## config.mk

```make
export PLATFORM = sky130hd
export DESIGN_NAME = crc_rf_config_regs
export DESIGN_NICKNAME = d
export VERILOG_FILES = /design/src/design/rf_config_pkg.sv /design/src/design/rx_gain_decode.sv /design/src/design/mod_pulse_gen.sv /design/src/design/crc_rf_config_regs.sv
export SDC_FILE = /design/constraint.sdc
export NUM_CORES = 1
export LEC_CHECK = 0
export BUFFER_PORTS_ARGS = -buffer_cell sky130_fd_sc_hd__buf_4
export CORE_MARGIN = 3
export CORE_UTILIZATION = 53
export CTS_CLUSTER_SIZE = 8
export DETAILED_ROUTE_END_ITERATION = 8
export PLACE_DENSITY = 0.79
export SLEW_MARGIN = 20
export SYNTH_ARGS = -nofsm -noshare
export SYNTH_HDL_FRONTEND = slang
export SYNTH_SLANG_ARGS = --single-unit
```

## constraint.sdc

```tcl
create_clock -name clk -period 2.22 [get_ports clk]
set_clock_uncertainty 0.2 [all_clocks]
set_input_delay 0.444 -clock clk [delete_from_list [all_inputs] [get_ports clk]]
set_output_delay 0.444 -clock clk [all_outputs]
set_load 0.02 [all_outputs]
```

## src/design/rf_config_pkg.sv

```systemverilog
package rf_config_pkg;

	localparam int ADDR_W = 6;
	localparam int DATA_W = 8;

	// register addresses
	localparam logic [ADDR_W-1:0] ADDR_RSVD_A      = 6'h20;
	localparam logic [ADDR_W-1:0] ADDR_CRC_HIGH    = 6'h21;
	localparam logic [ADDR_W-1:0] ADDR_CRC_LOW     = 6'h22;
	localparam logic [ADDR_W-1:0] ADDR_RSVD_B      = 6'h23;
	localparam logic [ADDR_W-1:0] ADDR_PULSE_WIDTH = 6'h24;
	localparam logic [ADDR_W-1:0] ADDR_RSVD_C      = 6'h25;
	localparam logic [ADDR_W-1:0] ADDR_RX_CONFIG   = 6'h26;

	// reset values
	localparam logic [DATA_W-1:0] RST_RSVD_A      = 8'h00;
	localparam logic [DATA_W-1:0] RST_CRC         = 8'hff;
	localparam logic [DATA_W-1:0] RST_RSVD_B      = 8'h88;
	localparam logic [DATA_W-1:0] RST_PULSE_WIDTH = 8'h26;
	localparam logic [DATA_W-1:0] RST_RSVD_C      = 8'h87;
	localparam logic [DATA_W-1:0] RST_RX_CONFIG   = 8'h48;
	localparam logic [DATA_W-1:0] UNMAPPED_READ   = 8'h00;

	// receiver gain field
	localparam int GAIN_LSB = 4;
	localparam int GAIN_MSB = 6;
	localparam logic [DATA_W-1:0] GAIN_MASK = 8'h70;

	// gain in dB per code
	localparam logic [5:0] DB_18 = 6'd18;
	localparam logic [5:0] DB_23 = 6'd23;
	localparam logic [5:0] DB_33 = 6'd33;
	localparam logic [5:0] DB_38 = 6'd38;
	localparam logic [5:0] DB_43 = 6'd43;
	localparam logic [5:0] DB_48 = 6'd48;

	typedef struct packed {
		logic              write;
		logic              read;
		logic [ADDR_W-1:0] addr;
		logic [DATA_W-1:0] wdata;
	} bus_req_t;

	typedef struct packed {
		logic              valid;
		logic [DATA_W-1:0] high;
		logic [DATA_W-1:0] low;
	} crc_result_t;

endpackage

```

## src/design/rx_gain_decode.sv

```systemverilog
`timescale 1ns/1ns
module rx_gain_decode
	import rf_config_pkg::*;
(
	input  wire logic       clk,
	input  wire logic       resetn,
	input  wire logic [2:0] gainCode,
	output logic      [5:0] gainDb
);
	logic [5:0] gainDb_d;

	// codes 0 and 2 alias, as do 1 and 3
	always_comb begin
		case (gainCode)
			3'h0, 3'h2: gainDb_d = DB_18;
			3'h1, 3'h3: gainDb_d = DB_23;
			3'h4:       gainDb_d = DB_33;
			3'h5:       gainDb_d = DB_38;
			3'h6:       gainDb_d = DB_43;
			default:    gainDb_d = DB_48;
		endcase
	end

	// registered so the analog setting never glitches
	always_ff @(posedge clk) begin
		// reset field code 4 of the 48h reset image means 33 dB
		if (!resetn) gainDb <= DB_33;
		else gainDb <= gainDb_d;
	end

	a_gain_map: assert property (@(posedge clk) disable iff (!resetn)
		(gainCode == 3'h2) |=> (gainDb == DB_18))
		else $error("gain code 2 not 18 dB");
endmodule

```

## src/design/mod_pulse_gen.sv

```systemverilog
`timescale 1ns/1ns
module mod_pulse_gen
	import rf_config_pkg::*;
(
	input  wire logic              clk,
	input  wire logic              resetn,
	input  wire logic              pulseStart,
	input  wire logic [DATA_W-1:0] pulseWidth,
	output logic                   pulseOut
);
	logic [DATA_W-1:0] count_q;
	logic [DATA_W-1:0] widthHeld_q;

	// copy of the width in force for the running pulse, for the length check
	always_ff @(posedge clk) begin
		if (!resetn) widthHeld_q <= '0;
		else if (pulseStart && !pulseOut) widthHeld_q <= pulseWidth;
	end

	// width is latched at start; a write mid-pulse affects the next pulse only
	always_ff @(posedge clk) begin
		if (!resetn) begin
			pulseOut <= 1'b0;
			count_q  <= '0;
		end else if (pulseStart && !pulseOut) begin
			pulseOut <= 1'b1;
			count_q  <= pulseWidth;
		end else if (pulseOut) begin
			if (count_q == '0) pulseOut <= 1'b0;
			else count_q <= count_q - 1'b1;
		end
	end

	logic [DATA_W:0] len_q;
	always_ff @(posedge clk) begin
		if (!resetn) len_q <= '0;
		else if (pulseOut) len_q <= len_q + 1'b1;
		else len_q <= '0;
	end

	a_pulse_len: assert property (@(posedge clk) disable iff (!resetn)
		$fell(pulseOut) |-> (len_q == ({1'b0, widthHeld_q} + 9'h001)))
		else $error("pulse length wrong");
endmodule

```

## src/design/crc_rf_config_regs.sv

```systemverilog
// Design decision made here: the plain strobed port.
`timescale 1ns/1ns
// Notes on behaviour
// - crc result high byte at 21h, low byte at 22h, both read-only
// - both crc bytes read ffh after reset until a crc result loads
// - each modulation pulse lasts pulse width plus one carrier clock periods
// - pulse width register at 24h is read/write, resets to 26h
// - gain codes: 0,2 18dB; 1,3 23dB; 4 33; 5 38; 6 43; 7 48 dB
// - receiver config at 26h resets 48h; bits 6..4 rw, others reserved
// - reserved registers 20h, 23h, 25h hold 00h, 88h, 87h
module crc_rf_config_regs
	import rf_config_pkg::*;
(
	input  wire logic                       clk,
	input  wire logic                       resetn,
	input  wire logic [rf_config_pkg::ADDR_W-1:0] addr,
	input  wire logic [rf_config_pkg::DATA_W-1:0] wdata,
	input  wire logic                       wr,
	input  wire logic                       rd,
	output logic      [rf_config_pkg::DATA_W-1:0] rdata,
	input  wire rf_config_pkg::crc_result_t crcIn,
	input  wire logic                       pulseStart,
	output logic                            pulseOut,
	output logic      [2:0]                 gainCode,
	output logic      [5:0]                 gainDb
);
	import rf_config_pkg::*;

	bus_req_t req;
	logic [DATA_W-1:0] crcHigh_q;
	logic [DATA_W-1:0] crcLow_q;
	logic [DATA_W-1:0] pulseWidth_q;
	logic [2:0]        gain_q;
	logic [DATA_W-1:0] rdata_d;

	assign req = '{write: wr, read: rd, addr: addr, wdata: wdata};

	// crc bytes load only from the engine; bus writes cannot reach them
	always_ff @(posedge clk) begin
		if (!resetn) begin
			crcHigh_q <= RST_CRC;
			crcLow_q  <= RST_CRC;
		end else if (crcIn.valid) begin
			crcHigh_q <= crcIn.high;
			crcLow_q  <= crcIn.low;
		end
	end

	// pulse width register
	always_ff @(posedge clk) begin
		if (!resetn) pulseWidth_q <= RST_PULSE_WIDTH;
		else if (req.write && req.addr == ADDR_PULSE_WIDTH) pulseWidth_q <= req.wdata;
	end

	// only the gain field is stored; reserved bits keep reset value
	always_ff @(posedge clk) begin
		if (!resetn) gain_q <= RST_RX_CONFIG[GAIN_MSB:GAIN_LSB];
		else if (req.write && req.addr == ADDR_RX_CONFIG)
			gain_q <= req.wdata[GAIN_MSB:GAIN_LSB];
	end

	// read mux; reserved registers return constants
	always_comb begin
		case (req.addr)
			ADDR_RSVD_A:      rdata_d = RST_RSVD_A;
			ADDR_CRC_HIGH:    rdata_d = crcHigh_q;
			ADDR_CRC_LOW:     rdata_d = crcLow_q;
			ADDR_RSVD_B:      rdata_d = RST_RSVD_B;
			ADDR_PULSE_WIDTH: rdata_d = pulseWidth_q;
			ADDR_RSVD_C:      rdata_d = RST_RSVD_C;
			ADDR_RX_CONFIG:   rdata_d = (RST_RX_CONFIG & ~GAIN_MASK)
				| {1'b0, gain_q, 4'h0};
			default:          rdata_d = UNMAPPED_READ;
		endcase
	end

	// read data stand one cycle, zero otherwise
	always_ff @(posedge clk) begin
		if (!resetn) rdata <= '0;
		else if (req.read) rdata <= rdata_d;
		else rdata <= '0;
	end

	assign gainCode = gain_q;

	rx_gain_decode u_gain (
		.clk      (clk),
		.resetn   (resetn),
		.gainCode (gain_q),
		.gainDb   (gainDb)
	);

	mod_pulse_gen u_pulse (
		.clk        (clk),
		.resetn     (resetn),
		.pulseStart (pulseStart),
		.pulseWidth (pulseWidth_q),
		.pulseOut   (pulseOut)
	);

	a_crc_ro: assert property (@(posedge clk) disable iff (!resetn)
		(wr && addr == ADDR_CRC_HIGH && !crcIn.valid) |=> $stable(crcHigh_q))
		else $error("crc high changed by bus write");
	a_rsvd_read: assert property (@(posedge clk) disable iff (!resetn)
		(rd && addr == ADDR_RSVD_B) |=> (rdata == RST_RSVD_B))
		else $error("reserved 23h read wrong");
	a_width_wr: assert property (@(posedge clk) disable iff (!resetn)
		(wr && addr == ADDR_PULSE_WIDTH) ##1 (rd && addr == ADDR_PULSE_WIDTH && !wr)
		|=> (rdata == $past(wdata, 2)))
		else $error("pulse width readback wrong");
	a_cfg_rsvd: assert property (@(posedge clk) disable iff (!resetn)
		(rd && addr == ADDR_RX_CONFIG) |=> ((rdata & ~GAIN_MASK) == (RST_RX_CONFIG & ~GAIN_MASK)))
		else $error("reserved config bits not fixed");
endmodule

```

### Yosys cells after proc, flatten, opt, wreduce, memory -nomap -nowiden

Index checks and enable logic that the tools add are counted.

* add/subtract/negate cells: 1
* multipliers: 0
* div/mod/pow operators: 0
* $lt $le $gt $ge: 0
* equal/unequal tests: 13
* shift-type cells: 0
* multiplexer cells: 8
* bitwise logic cells: 0
* reductions and logical operators: 11

Operator list (count)
* $pmux W8 S6: 1
* $eq A6 B6 Y1 const B: 6
* $pmux W6 S5: 1
* $mux W8: 3
* $eq A3 B3 Y1 const B: 3
* $logic_not A8 Y1: 1
* $sub A8 B1 Y8 const B: 1
* $eq A3 B2 Y1 const B: 2
* $reduce_and A2 Y1: 2
* $reduce_or A2 Y1: 2
* $eq A3 B1 Y1 const B: 1
* $logic_and A1 B1 Y1: 3
* $logic_not A3 Y1: 1
* $mux W1: 3
* $ne A2 B1 Y1 const B: 1
* $reduce_bool A2 Y1: 1
* $logic_not A1 Y1: 1

* bits in registers: 50
* latch bits: 0
* RAM bits: 0
* ROM bits: 0
* word-level logic and storage cells: 41
* memories: 0

### Logic depth before layout (Yosys ltp)

* depth after elaboration: 4
* gate-level depth with buffers: 5

### By module

From an unflattened synthesis, not the netlist that was laid out.

* cell total of the unflattened synthesis: 254
* area total of the unflattened synthesis: 2301.0 µm²

By module, submodules not included
* crc_rf_config_regs: instances 1, cells each 170, area each 1530.2 µm²
* mod_pulse_gen: instances 1, cells each 68, area each 585.6 µm²
* rx_gain_decode: instances 1, cells each 16, area each 185.2 µm²

### Worst setup path before layout

OpenSTA, ideal clock, no wires.

* path kind: input to register
* start: input port addr[3] (netlist name)
* end: register rdata[4] (netlist name)
* setup time: 0.058 ns
* arrival time: 1.685 ns
* setup slack: 0.277 ns
* stages: 4
* path buffers: 1
* cell sequence: or3b_4 or4_4 buf_6 o21ba_1

* longest elaborated chain between the ends: 2
* elaborated cells between the ends (all ways): 7
* classes of those cells: 6 x eq/ne; 1 x mux

Ends and longest elaborated chain
* start, declared: line crc_rf_config_regs.sv:16 `input wire logic [rf_config_pkg::ADDR_W-1:0] addr,`
* $eq A6 B6 Y1: line crc_rf_config_regs.sv:64 `case (req.addr)`
* $pmux W8 S6 (*): line crc_rf_config_regs.sv:64
* end signal, assigned: line crc_rf_config_regs.sv:80 `else if (req.read) rdata <= rdata_d;`
* end, declared: line crc_rf_config_regs.sv:20 `output logic [rf_config_pkg::DATA_W-1:0] rdata,`

Mark *: on every way between the ends. The rest lies on a longest branch, timed or not.
A chain may end at the register's enable or synchronous reset.

### Final worst setup path

* start: register u_pulse.count_q[0]
* end: register u_pulse.count_q[1]

* longest elaborated chain between the ends: 4
* elaborated cells between the ends (all ways): 7
* classes of those cells: 1 x add/sub; 1 x eq/ne; 3 x mux; 2 x reduce/logical

Ends and longest elaborated chain
* start, declared: line mod_pulse_gen.sv:11 `logic [DATA_W-1:0] count_q;`
* start signal, assigned: line mod_pulse_gen.sv:27 `count_q <= pulseWidth;`
* start signal, assigned: line mod_pulse_gen.sv:30 `else count_q <= count_q - 1'b1;`
* $sub A8 B1 Y8: line mod_pulse_gen.sv:30
* $mux W8: line mod_pulse_gen.sv:29 `if (count_q == '0) pulseOut <= 1'b0;`
* $mux W8: line mod_pulse_gen.sv:28 `end else if (pulseOut) begin`
* $mux W8: line mod_pulse_gen.sv:25 `end else if (pulseStart && !pulseOut) begin`

Parallel ways exist; a longest one is shown, timed or not. The select of a mux whose other input is x is not followed.

==> impl_metrics.env <==
export IMPL_synth_area_leaders="dfxtp_1 44%, mux2i_1 9.2%, a21oi_1 5.3%"
export IMPL_die_h_um=71.7
export IMPL_worstPathRequired_ns=2.20
export IMPL_synth_seq_cells=50
export IMPL_grt_max_degree=30
export IMPL_ctsResizeCount=0
export IMPL_avgSynthCellArea_um2=8.86
export IMPL_clock_fmax_mhz=508
export IMPL_path_buf_inv=1
export IMPL_slew_headroom_pct=58.4
export IMPL_start_kind="flop"
export IMPL_path_clk_slew_ns=0.10
export IMPL_dr_total_vias=2091
export IMPL_hp_class="in -> reg"
export IMPL_hold_viol_final=0
export IMPL_diodes=0
export IMPL_yosysTopAreaCell="dfxtp_1"
export IMPL_cts_buffer_depth=2
export IMPL_ys_async_sr_fraction_pct=0
export IMPL_routedWlPerCell_um=15.8
export IMPL_power_density_nw_per_um2=677
export IMPL_slew_violations=0
export IMPL_critical_path_class="reg -> reg"
export IMPL_synth_distinct_cells=43
export IMPL_syn_area_um2=2280
export IMPL_holdBufCountCts=0
export IMPL_cap_violations=0
export IMPL_status="completed"
export IMPL_cts_setup_buffers=0
export IMPL_rsz0062_at_grt="no"
export IMPL_cp_max_fo=6
export IMPL_period_needed_ns=1.97
export IMPL_cp_top_family="simple AND/OR/NAND/NOR gates"
export IMPL_postSynthCellCount=258
export IMPL_dieArea_um2=5130
export IMPL_nets=342
export IMPL_gp_congestion=0.892
export IMPL_cts_root_buf="clkbuf_8"
export IMPL_die_x_um=71.7
export IMPL_io_buffers=53
export IMPL_grt_ovfl_total=0
export IMPL_core_um2=4090
export IMPL_rows=23
export IMPL_synth_warnings=0
export IMPL_tritoncts="built"
export IMPL_cpMaxStageDelayCell="or3b_2"
export IMPL_ys_flop_type="dfxtp_1"
export IMPL_cts_sinks=50
export IMPL_start_util_pct=55.9
export IMPL_dr_pass1_iters=5
export IMPL_holdWs_ns=0.147
export IMPL_yosysSeqAreaShare_pct=43.8
export IMPL_area_growth_pct=23.1
export IMPL_cts_max_level=2
export IMPL_cts_buffers_inserted=5
export IMPL_post_route_period_util_pct=88.7
export IMPL_grt_first_pass_wirelength_um=9140
export IMPL_drt_iter0_drc=191
export IMPL_drive_gt1_share_pct=23.6
export IMPL_worstPathArrival_ns=1.95
export IMPL_tns_ns=0
export IMPL_cp_slowest_stage_delay_ns=0.50
export IMPL_via_per_inst=5.89
export IMPL_drc=0
export IMPL_grt_pass1_vias=1973
export IMPL_wl_um=5610
export IMPL_grt_usage_pct=22.5
export IMPL_cp_end_kind="flop"
export IMPL_ant_nets=0
export IMPL_place_hpwl_um=4090
export IMPL_synth_top_area_share_pct=43.8
export IMPL_post_place_ws_ns=0.133
export IMPL_finalSetupViolations=0
export IMPL_io_pins=54
export IMPL_fin_ws_ns=0.250
export IMPL_synth_nets=296
export IMPL_worstMarginPinSlew_ns=0.618
export IMPL_p_leak_nw=1.19
export IMPL_synth_enable_flop_cells=0
export IMPL_clock_latency_ns=0.30
export IMPL_cp_cell_sequence="inv_1 -> ha_1 -> or3b_2 -> o21ai_0 -> a311oi_1"
export IMPL_ir_worst_vdd_v=0.000476
export IMPL_grt_antenna_before_repair=0
==> logic make-up (layout without fill, tap and decap cells) <==
| kind of cell | count (synthesis) | count (layout) | synth area share [%] |
|---|---|---|---|
| compound gates | 59 | 59 | 15.2 |
| xor+xnor | 5 | 5 | 1.92 |
| fa+ha+maj | 2 | 2 | 1.10 |
| buf+inv | 25 | 72 | 4.55 |
| flops | 50 | 50 | 43.8 |
| mux | 23 | 23 | 10.2 |
| simple gates | 94 | 94 | 23.2 |
==> power breakdown <==
| group | switching (mW) | internal (mW) | total, mW |
|---|---|---|---|
| combinational | 0.153 | 0.139 | 0.292 |
| clock | 0.304 | 0.335 | 0.639 |
| sequential | 0.0382 | 0.933 | 0.971 |
| total | 0.495 | 1.41 | 1.90 |
==> cells in the mapped netlist (2+ instances only) <==
master and instances:
and3b_1 2, nand3_1 20, nand2b_1 4, or3b_2 2
inv_1 7, a31oi_1 4, a21oi_1 24, nand2_1 26
clkbuf_1 14, mux2_2 2, and3_1 2, o22ai_1 2
mux2i_1 21, nor3_1 3, nor2_1 8, o211ai_1 4
buf_2 2, dfxtp_1 50, o21ai_0 17, xnor2_1 4
nor3b_1 4, o21ba_1 3, ha_1 2, or3_1 6
nand3b_1 7
==> state kept, by name, indices dropped and copies added, names as in the netlist <==
register,count
crcHigh_q,8
crcLow_q,8
pulseWidth_q,8
rdata,8
u_pulse.count_q,8
u_gain.gainDb,6
gainCode,3
u_pulse.pulseOut,1
==> area by class of cell <==
type	count	area, um2
inverters	7	26.3
clock inverters	3	45.0
flip-flops and latches	50	1000
clock buffers	5	68.8
multi-input cells	183	1180
repair buffers	57	428
well taps	50	62.6
fillers	355	1270
==> through the flow <==
step           cell area [um2]  total power [mW]  util (%)  instances
2_1_floorplan             2280              1.17         -        258
3_3_place_gp              2700              1.27      66.0        347
3_5_place_dp              2700              1.28      66.0        347
4_1_cts                   2810              1.90      68.8        355
5_1_grt                   2810              1.99      68.8        355
6_report                  2810              1.90      68.8        355
==> cell usage in the layout, fill, tap and decap left out, drive strengths merged <==
cell and instances:
a2111o 1, a211oi 1, a21oi 24, a311oi 1, a31oi 4, and3 2, and3b 2, and4b 1
buf 57, bufinv 1, clkbuf 5, clkinvlp 2, dfxtp 50, ha 2, inv 7, mux2 2
mux2i 21, nand2 26, nand2b 4, nand3 20, nand3b 7, nand4b 1, nor2 8, nor2b 1
nor3 3, nor3b 4, nor4 1, nor4b 2, o2111ai 1, o211ai 4, o21ai 17, o21ba 3
o22ai 2, o311ai 1, or3 6, or3b 3, or4 2, or4b 1, xnor2 4, xor2 1
==> final timing paths <==
| kind | startpoint | endpoint | slack, ns | cells past startpoint |
|---|---|---|---|---|
| min reg2reg | crcLow_q[2] | rdata[2] | 0.28 | 2 |
| max | u_pulse.count_q[0] | u_pulse.count_q[1] | 0.25 | 5 |
| max reg2reg | u_pulse.count_q[0] | u_pulse.count_q[1] | 0.25 | 5 |
| min | crcIn[12] | crcHigh_q[4] | 0.15 | 3 |
==> layer usage <==
metal | part of all wire (%) | vias up | routed length, um | global-route usage, %
met5 | 0 | - | 0 | 0
met3 | 9.5 | 10 | 536 | 5.75
met1 | 43 | 968 | 2420 | 30.3
met4 | 1.7 | 0 | 94 | 7.10
met2 | 46 | 99 | 2560 | 35.2
li1 | - | 1014 | - | -
==> worst register-to-register path, cell delays in order, from the launching register on <==
cell and delay, ns:
dfxtp_1 0.37, inv_1 0.10, ha_1 0.20, or3b_2 0.50
o21ai_0 0.34, a311oi_1 0.14
Note: power is estimated with default switching activity, not from simulation.
